**src/logic/umd_pkg.sv**
```systemverilog
// Constants, field layout and state type of the multidrop serial transceiver
package umd_pkg;

  // ----------------------------------------------------------------
  // Register offsets
  // ----------------------------------------------------------------
  localparam int          ADDR_W      = 3;
  localparam logic [2:0]  OFF_DATA    = 3'h0;
  localparam logic [2:0]  OFF_CTRL_A  = 3'h1;
  localparam logic [2:0]  OFF_CTRL_B  = 3'h2;
  localparam logic [2:0]  OFF_CTRL_C  = 3'h3;
  localparam logic [2:0]  OFF_BAUD_LO = 3'h4;
  localparam logic [2:0]  OFF_BAUD_HI = 3'h5;

  // ----------------------------------------------------------------
  // Reset values
  // ----------------------------------------------------------------
  localparam logic [7:0]  CTRL_A_RESET = 8'h20;
  localparam logic [7:0]  CTRL_B_RESET = 8'h00;
  localparam logic [7:0]  CTRL_C_RESET = 8'h06;

  // ----------------------------------------------------------------
  // Field positions
  // ----------------------------------------------------------------
  localparam int A_RXC  = 7;
  localparam int A_TXC  = 6;
  localparam int A_UDRE = 5;
  localparam int A_FE   = 4;
  localparam int A_DOR  = 3;
  localparam int A_PE   = 2;
  localparam int A_U2X  = 1;
  localparam int A_MPCM = 0;
  localparam int B_RXCIE = 7;
  localparam int B_TXCIE = 6;
  localparam int B_UDRIE = 5;
  localparam int B_RXEN  = 4;
  localparam int B_TXEN  = 3;
  localparam int B_CSZ2  = 2;
  localparam int B_RXB8  = 1;
  localparam int B_TXB8  = 0;
  localparam int C_UPM1  = 5;
  localparam int C_UPM0  = 4;
  localparam int C_USBS  = 3;
  localparam int C_CSZ1  = 2;
  localparam int C_CSZ0  = 1;

  // ----------------------------------------------------------------
  // Sample counts per bit (last count, mid-bit count) and character size constants
  // ----------------------------------------------------------------
  localparam logic [3:0]  OVS_NORMAL_LAST = 4'hf;
  localparam logic [3:0]  OVS_NORMAL_HALF = 4'h7;
  localparam logic [3:0]  OVS_DOUBLE_LAST = 4'h7;
  localparam logic [3:0]  OVS_DOUBLE_HALF = 4'h3;
  localparam logic [2:0]  CSZ_NINE        = 3'h7;
  localparam logic [3:0]  CHAR_BASE       = 4'h5;
  localparam logic [3:0]  CHAR_EIGHT      = 4'h8;

  // ----------------------------------------------------------------
  // Types
  // ----------------------------------------------------------------
  typedef enum logic [1:0] {RX_IDLE, RX_START, RX_DATA, RX_STOP} umd_rx_e;

  typedef struct packed {
    logic [7:0] data;
    logic       ninth;
    logic       fe;
    logic       pe;
  } umd_entry_s;

  typedef struct packed {
    logic             mpcm;
    logic             u2x;
    logic             rxcie;
    logic             txcie;
    logic             udrie;
    logic             rxen;
    logic             txen;
    logic             csz2;
    logic             txb8;
    logic [1:0]       upm;
    logic             usbs;
    logic [1:0]       csz_lo;
    logic [11:0]      baud;
    logic [11:0]      baud_cnt;
    logic             txc;
    logic [7:0]       tx_buffer;
    logic             txb_ninth;
    logic             txb_full;
    logic             tx_own;
    logic             tx_busy;
    logic [12:0]      tx_sh;
    logic [3:0]       tx_left;
    logic [3:0]       tx_samp;
    logic             rx_s1;
    logic             rx_s2;
    umd_rx_e          rx_st;
    logic [3:0]       rx_samp;
    logic [3:0]       rx_idx;
    logic [10:0]      rx_sh;
    logic             rx_drop;
    logic             pend;
    umd_entry_s       pend_e;
    umd_entry_s [1:0] fifo;
    logic [1:0]       cnt;
    logic             dor;
    logic [7:0]       rdata;
  } umd_state_s;

  localparam umd_state_s STATE_RESET = '{
    csz_lo : CTRL_C_RESET[C_CSZ1:C_CSZ0],
    tx_sh  : 13'h1fff,
    rx_s1  : 1'b1,
    rx_s2  : 1'b1,
    rx_st  : RX_IDLE,
    default: '0
  };

endpackage : umd_pkg

```
**src/logic/umd_serial_core.sv**
```systemverilog
// Serial transceiver core: data window, status/control, multidrop filter
// ----------------------------------------------------------------
// Operation
// - Filter on: data frames discarded, address frames received; transmitter unaffected.
// - One data address: writes fill transmit buffer, reads return receive front.
// - Short characters: transmitter ignores upper bits, receiver returns them zero.
// - Data write while transmit buffer full is ignored.
// - Enabled transmitter moves buffer into idle shifter and shifts it out.
// - Receive buffer is two-entry FIFO advancing on every data read while it holds data.
// - Receive-complete is one while FIFO holds data; receiver disable flushes.
// - Transmit-complete sets when frame out and buffer empty; cleared by ack or one.
// - Buffer-empty flag is one when buffer accepts data, one after reset.
// - Frame error tracks first stop bit of oldest unread character.
// - Overrun sets on start bit with FIFO full and shifter holding character.
// - Parity error tracks oldest unread character when parity checking enabled.
// - Double-speed bit cuts samples per bit from sixteen to eight.
// - Each interrupt needs its enable, global flag and its status flag.
// - Receiver enable takes receive pin; disable flushes and clears error flags.
// - Transmitter disable waits for shifter and buffer empty, then frees pin.
// - High size bit plus two low bits set character length both ways.
// - Received ninth bit readable; software reads it before the data window.
// - Ninth transmit bit taken with data write; software writes it first.
// - Frame type is first stop bit or ninth bit; one means address.
// - Size codes 000-011 give five to eight bits, 111 gives nine.
// ----------------------------------------------------------------
//
// Implementation choices: the address-and-strobe port and the register offsets.
`timescale 1ns/10ps
`default_nettype none

module umd_serial_core
  import umd_pkg::*;
(
  input  wire logic              clk_i,
  input  wire logic              resetn_i,
  input  wire logic [ADDR_W-1:0] addr_i,
  input  wire logic [7:0]        wdata_i,
  input  wire logic              wr_i,
  input  wire logic              rd_i,
  output logic      [7:0]        rdata_o,
  input  wire logic              global_irq_en_i,
  input  wire logic              tx_complete_ack_i,
  input  wire logic              serial_rx_pin_i,
  output logic                   serial_tx_pin_o,
  output logic                   serial_tx_oe_o,
  output logic                   serial_rx_own_o,
  output logic                   rx_complete_irq_o,
  output logic                   tx_complete_irq_o,
  output logic                   tx_empty_irq_o
);

  // ----------------------------------------------------------------
  // State and derived values
  // ----------------------------------------------------------------
  umd_state_s  state_reg;
  umd_state_s  state_next;
  logic        nine;
  logic [3:0]  data_bits;
  logic [3:0]  rx_total;
  logic [3:0]  ovs_last;
  logic [3:0]  ovs_half;
  logic        tick;
  logic [7:0]  data_mask;
  logic        wr_data;
  logic        rd_data;
  logic        rxc;
  logic [7:0]  tx_data_m;
  logic        tx_par;
  logic [12:0] frame;
  logic [3:0]  frame_len;
  logic [7:0]  rx_dat;
  logic        rx_b8;
  logic        rx_perr;
  logic        rx_done;
  logic        frame_type;
  logic        keep;
  logic        tx_last;

  assign nine      = {state_reg.csz2, state_reg.csz_lo} == CSZ_NINE;
  assign data_bits = state_reg.csz2 ? CHAR_EIGHT
                                    : ({2'b00, state_reg.csz_lo} + CHAR_BASE);
  assign rx_total  = data_bits + {3'h0, nine} + {3'h0, state_reg.upm[1]};
  assign ovs_last  = state_reg.u2x ? OVS_DOUBLE_LAST : OVS_NORMAL_LAST;
  assign ovs_half  = state_reg.u2x ? OVS_DOUBLE_HALF : OVS_NORMAL_HALF;
  assign tick      = state_reg.baud_cnt == 12'h000;
  assign data_mask = 8'hff >> (CHAR_EIGHT - data_bits);
  assign wr_data   = wr_i && (addr_i == OFF_DATA);
  assign rd_data   = rd_i && (addr_i == OFF_DATA);
  assign rxc       = state_reg.cnt != 2'h0;
  assign tx_data_m = state_reg.tx_buffer & data_mask;
  assign tx_par    = ^tx_data_m ^ (nine & state_reg.txb_ninth) ^ state_reg.upm[0];
  assign tx_last   = state_reg.tx_busy && tick && (state_reg.tx_samp == ovs_last)
                     && (state_reg.tx_left == 4'h1);

  // Receive field extraction
  assign rx_dat     = state_reg.rx_sh[7:0] & data_mask;
  assign rx_b8      = nine & state_reg.rx_sh[data_bits];
  assign rx_perr    = state_reg.upm[1] & (^rx_dat ^ rx_b8 ^ state_reg.upm[0]
                      ^ state_reg.rx_sh[data_bits + {3'h0, nine}]);
  assign rx_done    = state_reg.rxen && (state_reg.rx_st == RX_STOP) && tick
                      && (state_reg.rx_samp == ovs_last);
  assign frame_type = nine ? rx_b8 : state_reg.rx_s2;
  assign keep       = !(state_reg.mpcm && !frame_type) && !state_reg.rx_drop;

  // ----------------------------------------------------------------
  // Transmit frame assembly
  // ----------------------------------------------------------------
  always_comb begin
    logic [3:0] pos;
    pos      = 4'h1;
    frame    = 13'h1fff;
    frame[0] = 1'b0;
    for (int i = 0; i < 8; i++) begin
      if (i < int'(data_bits)) begin
        frame[pos] = tx_data_m[i];
        pos        = pos + 4'h1;
      end
    end
    if (nine) begin
      frame[pos] = state_reg.txb_ninth;
      pos        = pos + 4'h1;
    end
    if (state_reg.upm[1]) begin
      frame[pos] = tx_par;
      pos        = pos + 4'h1;
    end
    frame_len = pos + 4'h1 + {3'h0, state_reg.usbs};
  end

  // ----------------------------------------------------------------
  // Next state
  // ----------------------------------------------------------------
  always_comb begin
    state_next          = state_reg;
    state_next.rx_s1    = serial_rx_pin_i;
    state_next.rx_s2    = state_reg.rx_s1;
    state_next.baud_cnt = tick ? state_reg.baud : state_reg.baud_cnt - 12'h001;
    state_next.rdata    = 8'h00;

    // Register reads
    if (rd_i) begin
      case (addr_i)
        OFF_DATA:    state_next.rdata = rxc ? state_reg.fifo[0].data : 8'h00;
        OFF_CTRL_A:  state_next.rdata = {rxc, state_reg.txc, !state_reg.txb_full,
                                         rxc & state_reg.fifo[0].fe, state_reg.dor,
                                         rxc & state_reg.fifo[0].pe,
                                         state_reg.u2x, state_reg.mpcm};
        OFF_CTRL_B:  state_next.rdata = {state_reg.rxcie, state_reg.txcie, state_reg.udrie,
                                         state_reg.rxen, state_reg.txen, state_reg.csz2,
                                         rxc & state_reg.fifo[0].ninth, state_reg.txb8};
        OFF_CTRL_C:  state_next.rdata = {2'b00, state_reg.upm, state_reg.usbs,
                                         state_reg.csz_lo, 1'b0};
        OFF_BAUD_LO: state_next.rdata = state_reg.baud[7:0];
        OFF_BAUD_HI: state_next.rdata = {4'h0, state_reg.baud[11:8]};
        default:     state_next.rdata = 8'h00;
      endcase
    end

    // Transmitter release once drained
    if (!state_reg.txen && !state_reg.tx_busy && !state_reg.txb_full) begin
      state_next.tx_own = 1'b0;
    end

    // Transmit-complete clear by acknowledge
    if (tx_complete_ack_i) begin
      state_next.txc = 1'b0;
    end

    // Register writes
    if (wr_i) begin
      case (addr_i)
        OFF_DATA: begin
          if (!state_reg.txb_full) begin
            state_next.tx_buffer       = wdata_i;
            state_next.txb_ninth = state_reg.txb8;
            state_next.txb_full  = 1'b1;
          end
        end
        OFF_CTRL_A: begin
          state_next.u2x  = wdata_i[A_U2X];
          state_next.mpcm = wdata_i[A_MPCM];
          if (wdata_i[A_TXC]) begin
            state_next.txc = 1'b0;
          end
        end
        OFF_CTRL_B: begin
          state_next.rxcie = wdata_i[B_RXCIE];
          state_next.txcie = wdata_i[B_TXCIE];
          state_next.udrie = wdata_i[B_UDRIE];
          state_next.rxen  = wdata_i[B_RXEN];
          state_next.txen  = wdata_i[B_TXEN];
          state_next.csz2  = wdata_i[B_CSZ2];
          state_next.txb8  = wdata_i[B_TXB8];
          if (wdata_i[B_TXEN]) begin
            state_next.tx_own = 1'b1;
          end
        end
        OFF_CTRL_C: begin
          state_next.upm    = wdata_i[C_UPM1:C_UPM0];
          state_next.usbs   = wdata_i[C_USBS];
          state_next.csz_lo = wdata_i[C_CSZ1:C_CSZ0];
        end
        OFF_BAUD_LO: begin
          state_next.baud[7:0] = wdata_i;
          state_next.baud_cnt  = {state_reg.baud[11:8], wdata_i};
        end
        OFF_BAUD_HI: state_next.baud[11:8] = wdata_i[3:0];
        default: ;
      endcase
    end

    // ----------------------------------------------------------------
    // Transmit shifter
    // ----------------------------------------------------------------
    if (state_reg.tx_busy) begin
      if (tick) begin
        if (state_reg.tx_samp == ovs_last) begin
          state_next.tx_samp = 4'h0;
          state_next.tx_sh   = {1'b1, state_reg.tx_sh[12:1]};
          state_next.tx_left = state_reg.tx_left - 4'h1;
          if (tx_last) begin
            state_next.tx_busy = 1'b0;
            if (!state_next.txb_full) begin
              state_next.txc = 1'b1;
            end
          end
        end else begin
          state_next.tx_samp = state_reg.tx_samp + 4'h1;
        end
      end
    end else if (state_reg.tx_own && state_reg.txb_full) begin
      state_next.tx_sh    = frame;
      state_next.tx_left  = frame_len;
      state_next.tx_samp  = 4'h0;
      state_next.tx_busy  = 1'b1;
      state_next.txb_full = 1'b0;
    end

    // ----------------------------------------------------------------
    // Receive FIFO pop
    // ----------------------------------------------------------------
    if (rd_data && rxc) begin
      state_next.fifo[0] = state_reg.fifo[1];
      state_next.cnt     = state_reg.cnt - 2'h1;
      state_next.dor     = 1'b0;
    end

    // Held character enters FIFO when room appears
    if (state_reg.pend && (state_next.cnt != 2'h2)) begin
      state_next.fifo[state_next.cnt[0]] = state_reg.pend_e;
      state_next.cnt                     = state_next.cnt + 2'h1;
      state_next.pend                    = 1'b0;
    end

    // ----------------------------------------------------------------
    // Receiver
    // ----------------------------------------------------------------
    unique case (state_reg.rx_st)
      RX_IDLE: begin
        if (state_reg.rxen && !state_reg.rx_s2) begin
          state_next.rx_st   = RX_START;
          state_next.rx_samp = 4'h0;
          state_next.rx_idx  = 4'h0;
          state_next.rx_drop = 1'b0;
          if ((state_reg.cnt == 2'h2) && state_reg.pend) begin
            state_next.dor     = 1'b1;
            state_next.rx_drop = 1'b1;
          end
        end
      end
      RX_START: begin
        if (tick) begin
          if (state_reg.rx_samp == ovs_half) begin
            state_next.rx_samp = 4'h0;
            state_next.rx_st   = state_reg.rx_s2 ? RX_IDLE : RX_DATA;
          end else begin
            state_next.rx_samp = state_reg.rx_samp + 4'h1;
          end
        end
      end
      RX_DATA: begin
        if (tick) begin
          if (state_reg.rx_samp == ovs_last) begin
            state_next.rx_samp                   = 4'h0;
            state_next.rx_sh[state_reg.rx_idx]   = state_reg.rx_s2;
            state_next.rx_idx                    = state_reg.rx_idx + 4'h1;
            if (state_reg.rx_idx == rx_total - 4'h1) begin
              state_next.rx_st = RX_STOP;
            end
          end else begin
            state_next.rx_samp = state_reg.rx_samp + 4'h1;
          end
        end
      end
      RX_STOP: begin
        if (tick) begin
          if (state_reg.rx_samp == ovs_last) begin
            state_next.rx_st = RX_IDLE;
          end else begin
            state_next.rx_samp = state_reg.rx_samp + 4'h1;
          end
        end
      end
    endcase

    // Completed character: FIFO, else hold in shifter
    if (rx_done && keep) begin
      if (state_next.cnt != 2'h2) begin
        state_next.fifo[state_next.cnt[0]] = '{data: rx_dat, ninth: rx_b8,
                                               fe: !state_reg.rx_s2, pe: rx_perr};
        state_next.cnt = state_next.cnt + 2'h1;
      end else begin
        state_next.pend   = 1'b1;
        state_next.pend_e = '{data: rx_dat, ninth: rx_b8, fe: !state_reg.rx_s2, pe: rx_perr};
      end
    end

    // Receiver off: flush and invalidate
    if (!state_reg.rxen) begin
      state_next.rx_st = RX_IDLE;
      state_next.cnt   = 2'h0;
      state_next.pend  = 1'b0;
      state_next.dor   = 1'b0;
    end
  end

  always_ff @(posedge clk_i or negedge resetn_i) begin
    if (!resetn_i) begin
      state_reg <= STATE_RESET;
    end else begin
      state_reg <= state_next;
    end
  end

  // ----------------------------------------------------------------
  // Outputs
  // ----------------------------------------------------------------
  assign rdata_o           = state_reg.rdata;
  assign serial_tx_pin_o   = state_reg.tx_sh[0];
  assign serial_tx_oe_o    = state_reg.tx_own;
  assign serial_rx_own_o   = state_reg.rxen;
  assign rx_complete_irq_o = state_reg.rxcie && global_irq_en_i && rxc;
  assign tx_complete_irq_o = state_reg.txcie && global_irq_en_i && state_reg.txc;
  assign tx_empty_irq_o    = state_reg.udrie && global_irq_en_i && !state_reg.txb_full;
endmodule : umd_serial_core

`default_nettype wire

```
**config.mk**
```make
export PLATFORM = sky130hd
export DESIGN_NAME = umd_serial_core
export DESIGN_NICKNAME = d
export VERILOG_FILES = /design/src/logic/umd_pkg.sv /design/src/logic/umd_serial_core.sv
export SDC_FILE = /design/constraint.sdc
export NUM_CORES = 1
export LEC_CHECK = 0
export BUFFER_PORTS_ARGS = -buffer_cell sky130_fd_sc_hd__buf_2
export CAP_MARGIN = 20
export CORE_MARGIN = 10
export CORE_UTILIZATION = 60
export CTS_CLUSTER_SIZE = 14
export DETAILED_ROUTE_END_ITERATION = 6
export PLACE_DENSITY = 0.77
export SETUP_SLACK_MARGIN = 0.3
export SYNTH_ARGS = -nofsm -noshare
export SYNTH_HDL_FRONTEND = slang
export SYNTH_SLANG_ARGS = --single-unit
```
**constraint.sdc**
```tcl
create_clock -name clk_i -period 15 [get_ports clk_i]
set_clock_uncertainty 0.2 [all_clocks]
set_input_delay 3.75 -clock clk_i [delete_from_list [all_inputs] [get_ports clk_i]]
set_output_delay 3.75 -clock clk_i [all_outputs]
set_load 0.005 [all_outputs]
```
* Word level (Yosys, flattened, before mapping)
Cells that the tools add are included.
** Word-level totals
- Flip-flop bits (word level) :: 141
- Word-level logic and storage cells :: 337
- Output and inout bits :: 14
- RAM bits :: 0
- Latch bits :: 0
- Memories :: 0
- Memory bits (read-only) :: 0
** Cells by class
- Divide/modulo/power cells :: 0
- $mul :: 0
- Muxes and demuxes :: 119
- Equality and inequality tests :: 33
- Order comparisons :: 34
- Add/subtract/negate cells :: 24
- Bitwise logic cells :: 15
- Reduce and logical (&&, ||, !) cells :: 64
- Shifts and indexed selects :: 1
** Operators with widths (number)
- bitwise mux 13 bit :: 9
- two-way mux 13 bit :: 9
- two-way mux 24 bit :: 3
- two-way mux 22 bit :: 3
- less-than comparator 4 x 5 -> 1 bit, second input constant :: 12
- two-way mux 4 bit :: 15
- adder 4 x 1 -> 4 bit, second input constant :: 13
- one-hot mux 8 bit (6 select lines) :: 1
- bitwise mux 22 bit :: 2
- demux 1 bit (select 4 bit) :: 10
- greater-or-equal comparator 4 x 1 -> 1 bit, second input constant :: 10
- two-way mux 12 bit :: 3
- two-way mux 36 bit :: 1
- logical AND 1 bit :: 35
- two-way mux 1 bit :: 34
- two-way mux 10 bit :: 3
- one-hot mux 6 bit (4 select lines) :: 1
- demux 11 bit (select 1 bit) :: 2
- two-way mux 11 bit :: 2
- two-way mux 21 bit :: 1
- inequality test 3 bit, second input constant :: 7
- two-way mux 18 bit :: 1
- bitwise AND 8 bit :: 2
- less-than comparator 3 x 4 -> 1 bit, first input constant :: 4
- 46 further kinds :: 107

* Depth between registers and ports, before layout
- Depth after elaboration :: 28
- Gate-level depth with buffers :: 28
- Mapped depth without buffers :: 26

* Worst setup path before layout
OpenSTA, ideal clock, no wires.
- Path kind :: input to output
- Start point :: in global_irq_en_i
- End point :: out tx_complete_irq_o
- Data required time :: 11050 ps
- Slack :: 7133 ps
- Arrival time :: 3917 ps
- Cell stages on the path :: 1
- Cells stage by stage :: and3_1
** Between the ends
- Cells in the longest elaborated chain, start to end :: 2
** RTL lines
- start, declared :: RTL line umd_serial_core.sv:41 : input wire logic global_irq_en_i,
- logical AND 1 bit (2 in series) :: RTL line umd_serial_core.sv:343 : assign tx_complete_irq_o = state_reg.txcie && global_irq_en_i && state_reg.txc;
- end, declared :: RTL line umd_serial_core.sv:48 : output logic tx_complete_irq_o,
No other way between the ends.

* Worst setup path after layout
Same ends and word-level chain as after synthesis.

==> impl.org <==
** Placement
- In this run the tool buffered the top-level ports with 31 buffer cells.
- Placement Cell Area :: roughly 11000 um^2
- The HPWL after detailed placement is 20500 um.
- Routability-driven placement finished with a final weighted congestion of around 0.95.

** Flow run
- Max-cap violation count :: 0

** Timing
- Setup repair after global routing missed its margin :: no
- On the final layout, the worst hold slack is 0.157 ns.
- Total negative setup slack :: 0 ns
- Static timing analysis puts the maximum clock frequency at between 100 and 150 MHz.
- The max-slew violation count came to 0.
- The worst path needs 8.11 ns of the cycle, external delays included.
- Final Hold Vio Count :: 0
- At the pin with the least slew margin, the transition time is around 0.86 ns.
- Setup violations remaining at the end of the flow were counted as 0.
- In this run the tightest slew margin relative to its limit is a little over two fifths.
- In the finished design, the share of the clock period the worst path needs comes to approximately 54%.

** Drt
- The first TritonRoute pass finished after 6 iterations.
- Total via count in the routed design :: 9029
- After detailed routing, the average wire length per cell comes to about 20 um.
- For this run, design rule violations remaining after detail routing come to 0.
- Drt initial violations :: between 800 and 900
- Per-cell via count in the routed design :: 6.41
- DRT antenna net count :: 0
- Total wirelength of the detailed-routed design :: between 20000 and 30000 um

** Critical path
- The startpoint identified for the worst register-to-register timing path is state_reg[127].
- STA classifies the critical path startpoint as a primary input.
- Required time at the endpoint of the critical path :: ~11 ns
- Largest fanout of any net on the critical path :: 3
- Reg-to-reg setup timing slack :: ~7.9 ns
- Data on the critical path arrives at its endpoint at roughly 4.2 ns.
- The number of cells on the worst reg-to-reg path is 25.
- The worst setup path is of the primary input to output port kind.
- The worst setup path is captured at an output port.
- The endpoint identified for the worst register-to-register timing path is state_reg[75].

** Min path
- The path with the worst hold slack has its endpoint at state_reg[67].
- The startpoint identified for the worst hold timing path is state_next[67].
- The worst hold path belongs to the class flop to flop.
- Number of cells on the worst hold path :: 0

** Clock network
- Number of hold buffers added after CTS :: 0
- The root buffer cell chosen for the clock tree is clkbuf_16.
- In this run, CTS created clock tree buffers numbering 17.
- Post-CTS timing repair inserted 0 buffers for setup.
- Max clock buf depth :: 2
- Number of sinks handled by clock tree synthesis :: around 140
- Gates resized during post-CTS repair numbered 0.
- Clock-pin slew reported for the worst setup and hold paths after clock tree synthesis :: approximately 0.06 ns
- Count of H-tree levels built during CTS :: 4
- Clock tree from TritonCTS :: yes
- Worst-skew pair later-pin latency :: approximately 0.43 ns

** GRT
- Global routing used between 30% and 40% of the available met2 tracks.
- Global routing consumed, on the met3 layer, 5.41% of the routing resources.
- For this run, global-route usage on met1 was measured as between 30% and 40%.
- The initial antenna violation count was 1.
- GRT Util Overall :: around 25%
- Entering global routing, the biggest net connects just under 80 pins.
- Global-route wire length before repair :: about 46000 um
- Via count of the first global-routing pass :: between 8000 and 9000
- The global routing stage identified its most utilized layer as met2.
- Global routing finished with a remaining overflow of 0.

** Pwr
- Sequential cells account for just under 30% of the total power.
- P per Cell Area :: between 150 and 200 nW/um^2
- Internal power comes to roughly 0.0011 W.
- IR analysis of the VDD net gives a maximum drop of 0.108 mV.
- Share of total power in the clock network :: a little over a fifth
- Per report_power, the combinational group accounts for 49.6% of the total.
- The analysis attributes to cell leakage a power of about 4.8 nW.
- Net switching power figure :: approximately 0.00084 W
- Net switching is about 44% of the power.

** Outcome
- The flow ran to the end, and the final reports show no timing, DRC or antenna violations.

** Synth
- Async set or reset register ratio after synthesis :: 100%
- After synthesis the netlist holds a flip-flop and latch count of 141.
- After synthesis, flip-flops and latches occupy around 34% of the total area.
- Count of unique library cells instantiated by Yosys :: 96
- Cell count after synthesis :: roughly 1200
- In this run the cell area of the synthesized design comes to 10400 um^2.
- Post-synth EDFFs :: 0
- Average footprint of a synthesized cell :: between 8 and 9 um^2
- Among all flip-flop cells after synthesis, the most frequent one is dfrtp_1.
- For this run, the number of Yosys warnings is 0.

** Die
- Top-level I/O count :: 32
- The die is 152 um wide.
- The die is about 150 um tall.
- Row Count :: 48
- Die Outline Area :: around 23000 um^2
- In this run the standard cell core region covers roughly 17000 um^2.
- Initial cell density of the core :: 60.7%

** Final layout
- After routing the design area is approximately 11000 um^2.
- The repair_antennas step left the layout with diodes totalling 0.
- Growth of design area from synthesis to finish :: 6.87%
- The register with the most flip-flops in the layout has approximately 120 of them.
- Layout cells sized above 1 :: between 10% and 20%
- Number of nets in the final layout :: approximately 1200
- Leaving out fill and tap cells, the most frequent cell in the layout is nand2_1.
- Highest-count cells in the layout ignoring fill and taps :: nand2_1 (151), dfrtp_1 (124), nor2_1 (69)
- Cells fill between 60% and 70% of the core in the end.
[cells by family after synthesis]
family	count (synthesis)	synth area share [%]
buffers and inverters	121	5.15
AO/OA/AOI/OAI	288	18.9
adder cells (fa/ha/maj)	54	6.58
AND/OR/NAND/NOR	456	22.4
flip-flops	141	34.2
other	2	0.0723
multiplexers	63	6.87
XOR/XNOR	62	5.90
[stage by stage]
step                power (W)  cells  setup slack, ns
global route          0.00203   1409             6.87
CTS                   0.00188   1407             6.88
detailed placement    0.00146   1375             6.89
global placement      0.00145   1375             6.91
finish                0.00190   1409             6.89
floorplan             0.00125   1194             7.13
[Yosys cell counts (18+ instances only)]
library cell	count	area [um^2]
mux2i_1	18	180
o21ai_0	60	300
inv_1	37	139
o211ai_1	27	203
nor2b_1	29	181
mux2_2	32	360
nand2b_1	18	113
a31oi_1	18	113
and3_1	20	125
xnor2_1	39	342
nor2_1	69	259
clkbuf_1	51	191
nand2_1	151	567
ha_1	53	663
nor3_1	24	120
a21oi_1	56	280
nand3_1	62	310
dfrtp_1	124	3100
[worst max path at each step]
stage	from	end	slack, ns	cells after the start
6_report	global_irq_en_i	tx_complete_irq_o	6.89	3
3_5_place_dp	global_irq_en_i	tx_complete_irq_o	6.89	3
2_1_floorplan	global_irq_en_i	tx_complete_irq_o	7.13	1
3_3_place_gp	global_irq_en_i	tx_complete_irq_o	6.91	3
4_1_cts	global_irq_en_i	tx_complete_irq_o	6.88	3
5_1_grt	global_irq_en_i	tx_complete_irq_o	6.87	3
[power groups by stage]
| stage | sequential (W) | clock (W) | combinational (W) |
|---|---|---|---|
| after floorplan | 0.000516 | 0 | 0.000729 |
| after global placement | 0.000549 | 0 | 0.000896 |
| after detailed placement | 0.000551 | 0 | 0.000910 |
| after CTS | 0.000546 | 0.000412 | 0.000917 |
| after global routing | 0.000558 | 0.000431 | 0.00104 |
| final | 0.000548 | 0.000408 | 0.000941 |
[layer usage]
layer	up-vias	routed length, um
met1	4341	11400
met5	-	7
li1	4254	-
met2	343	13500
met3	89	1830
met4	2	1270
[critical path: stages]
cell    delay (ns)
buf_2         0.11
and3_1        0.18
buf_2         0.12
[cell type report]
cell class | count | area [um^2]
Multi-Input combinational cell | 932 | 6330
Inverter | 41 | 154
Clock inverter | 12 | 111
Clock buffer | 20 | 457
Sequential cell | 141 | 3550
Timing Repair Buffer | 38 | 211
Tap cell | 225 | 282
Fill cell | 1455 | 6020
Power figures use the tool's default switching activity.
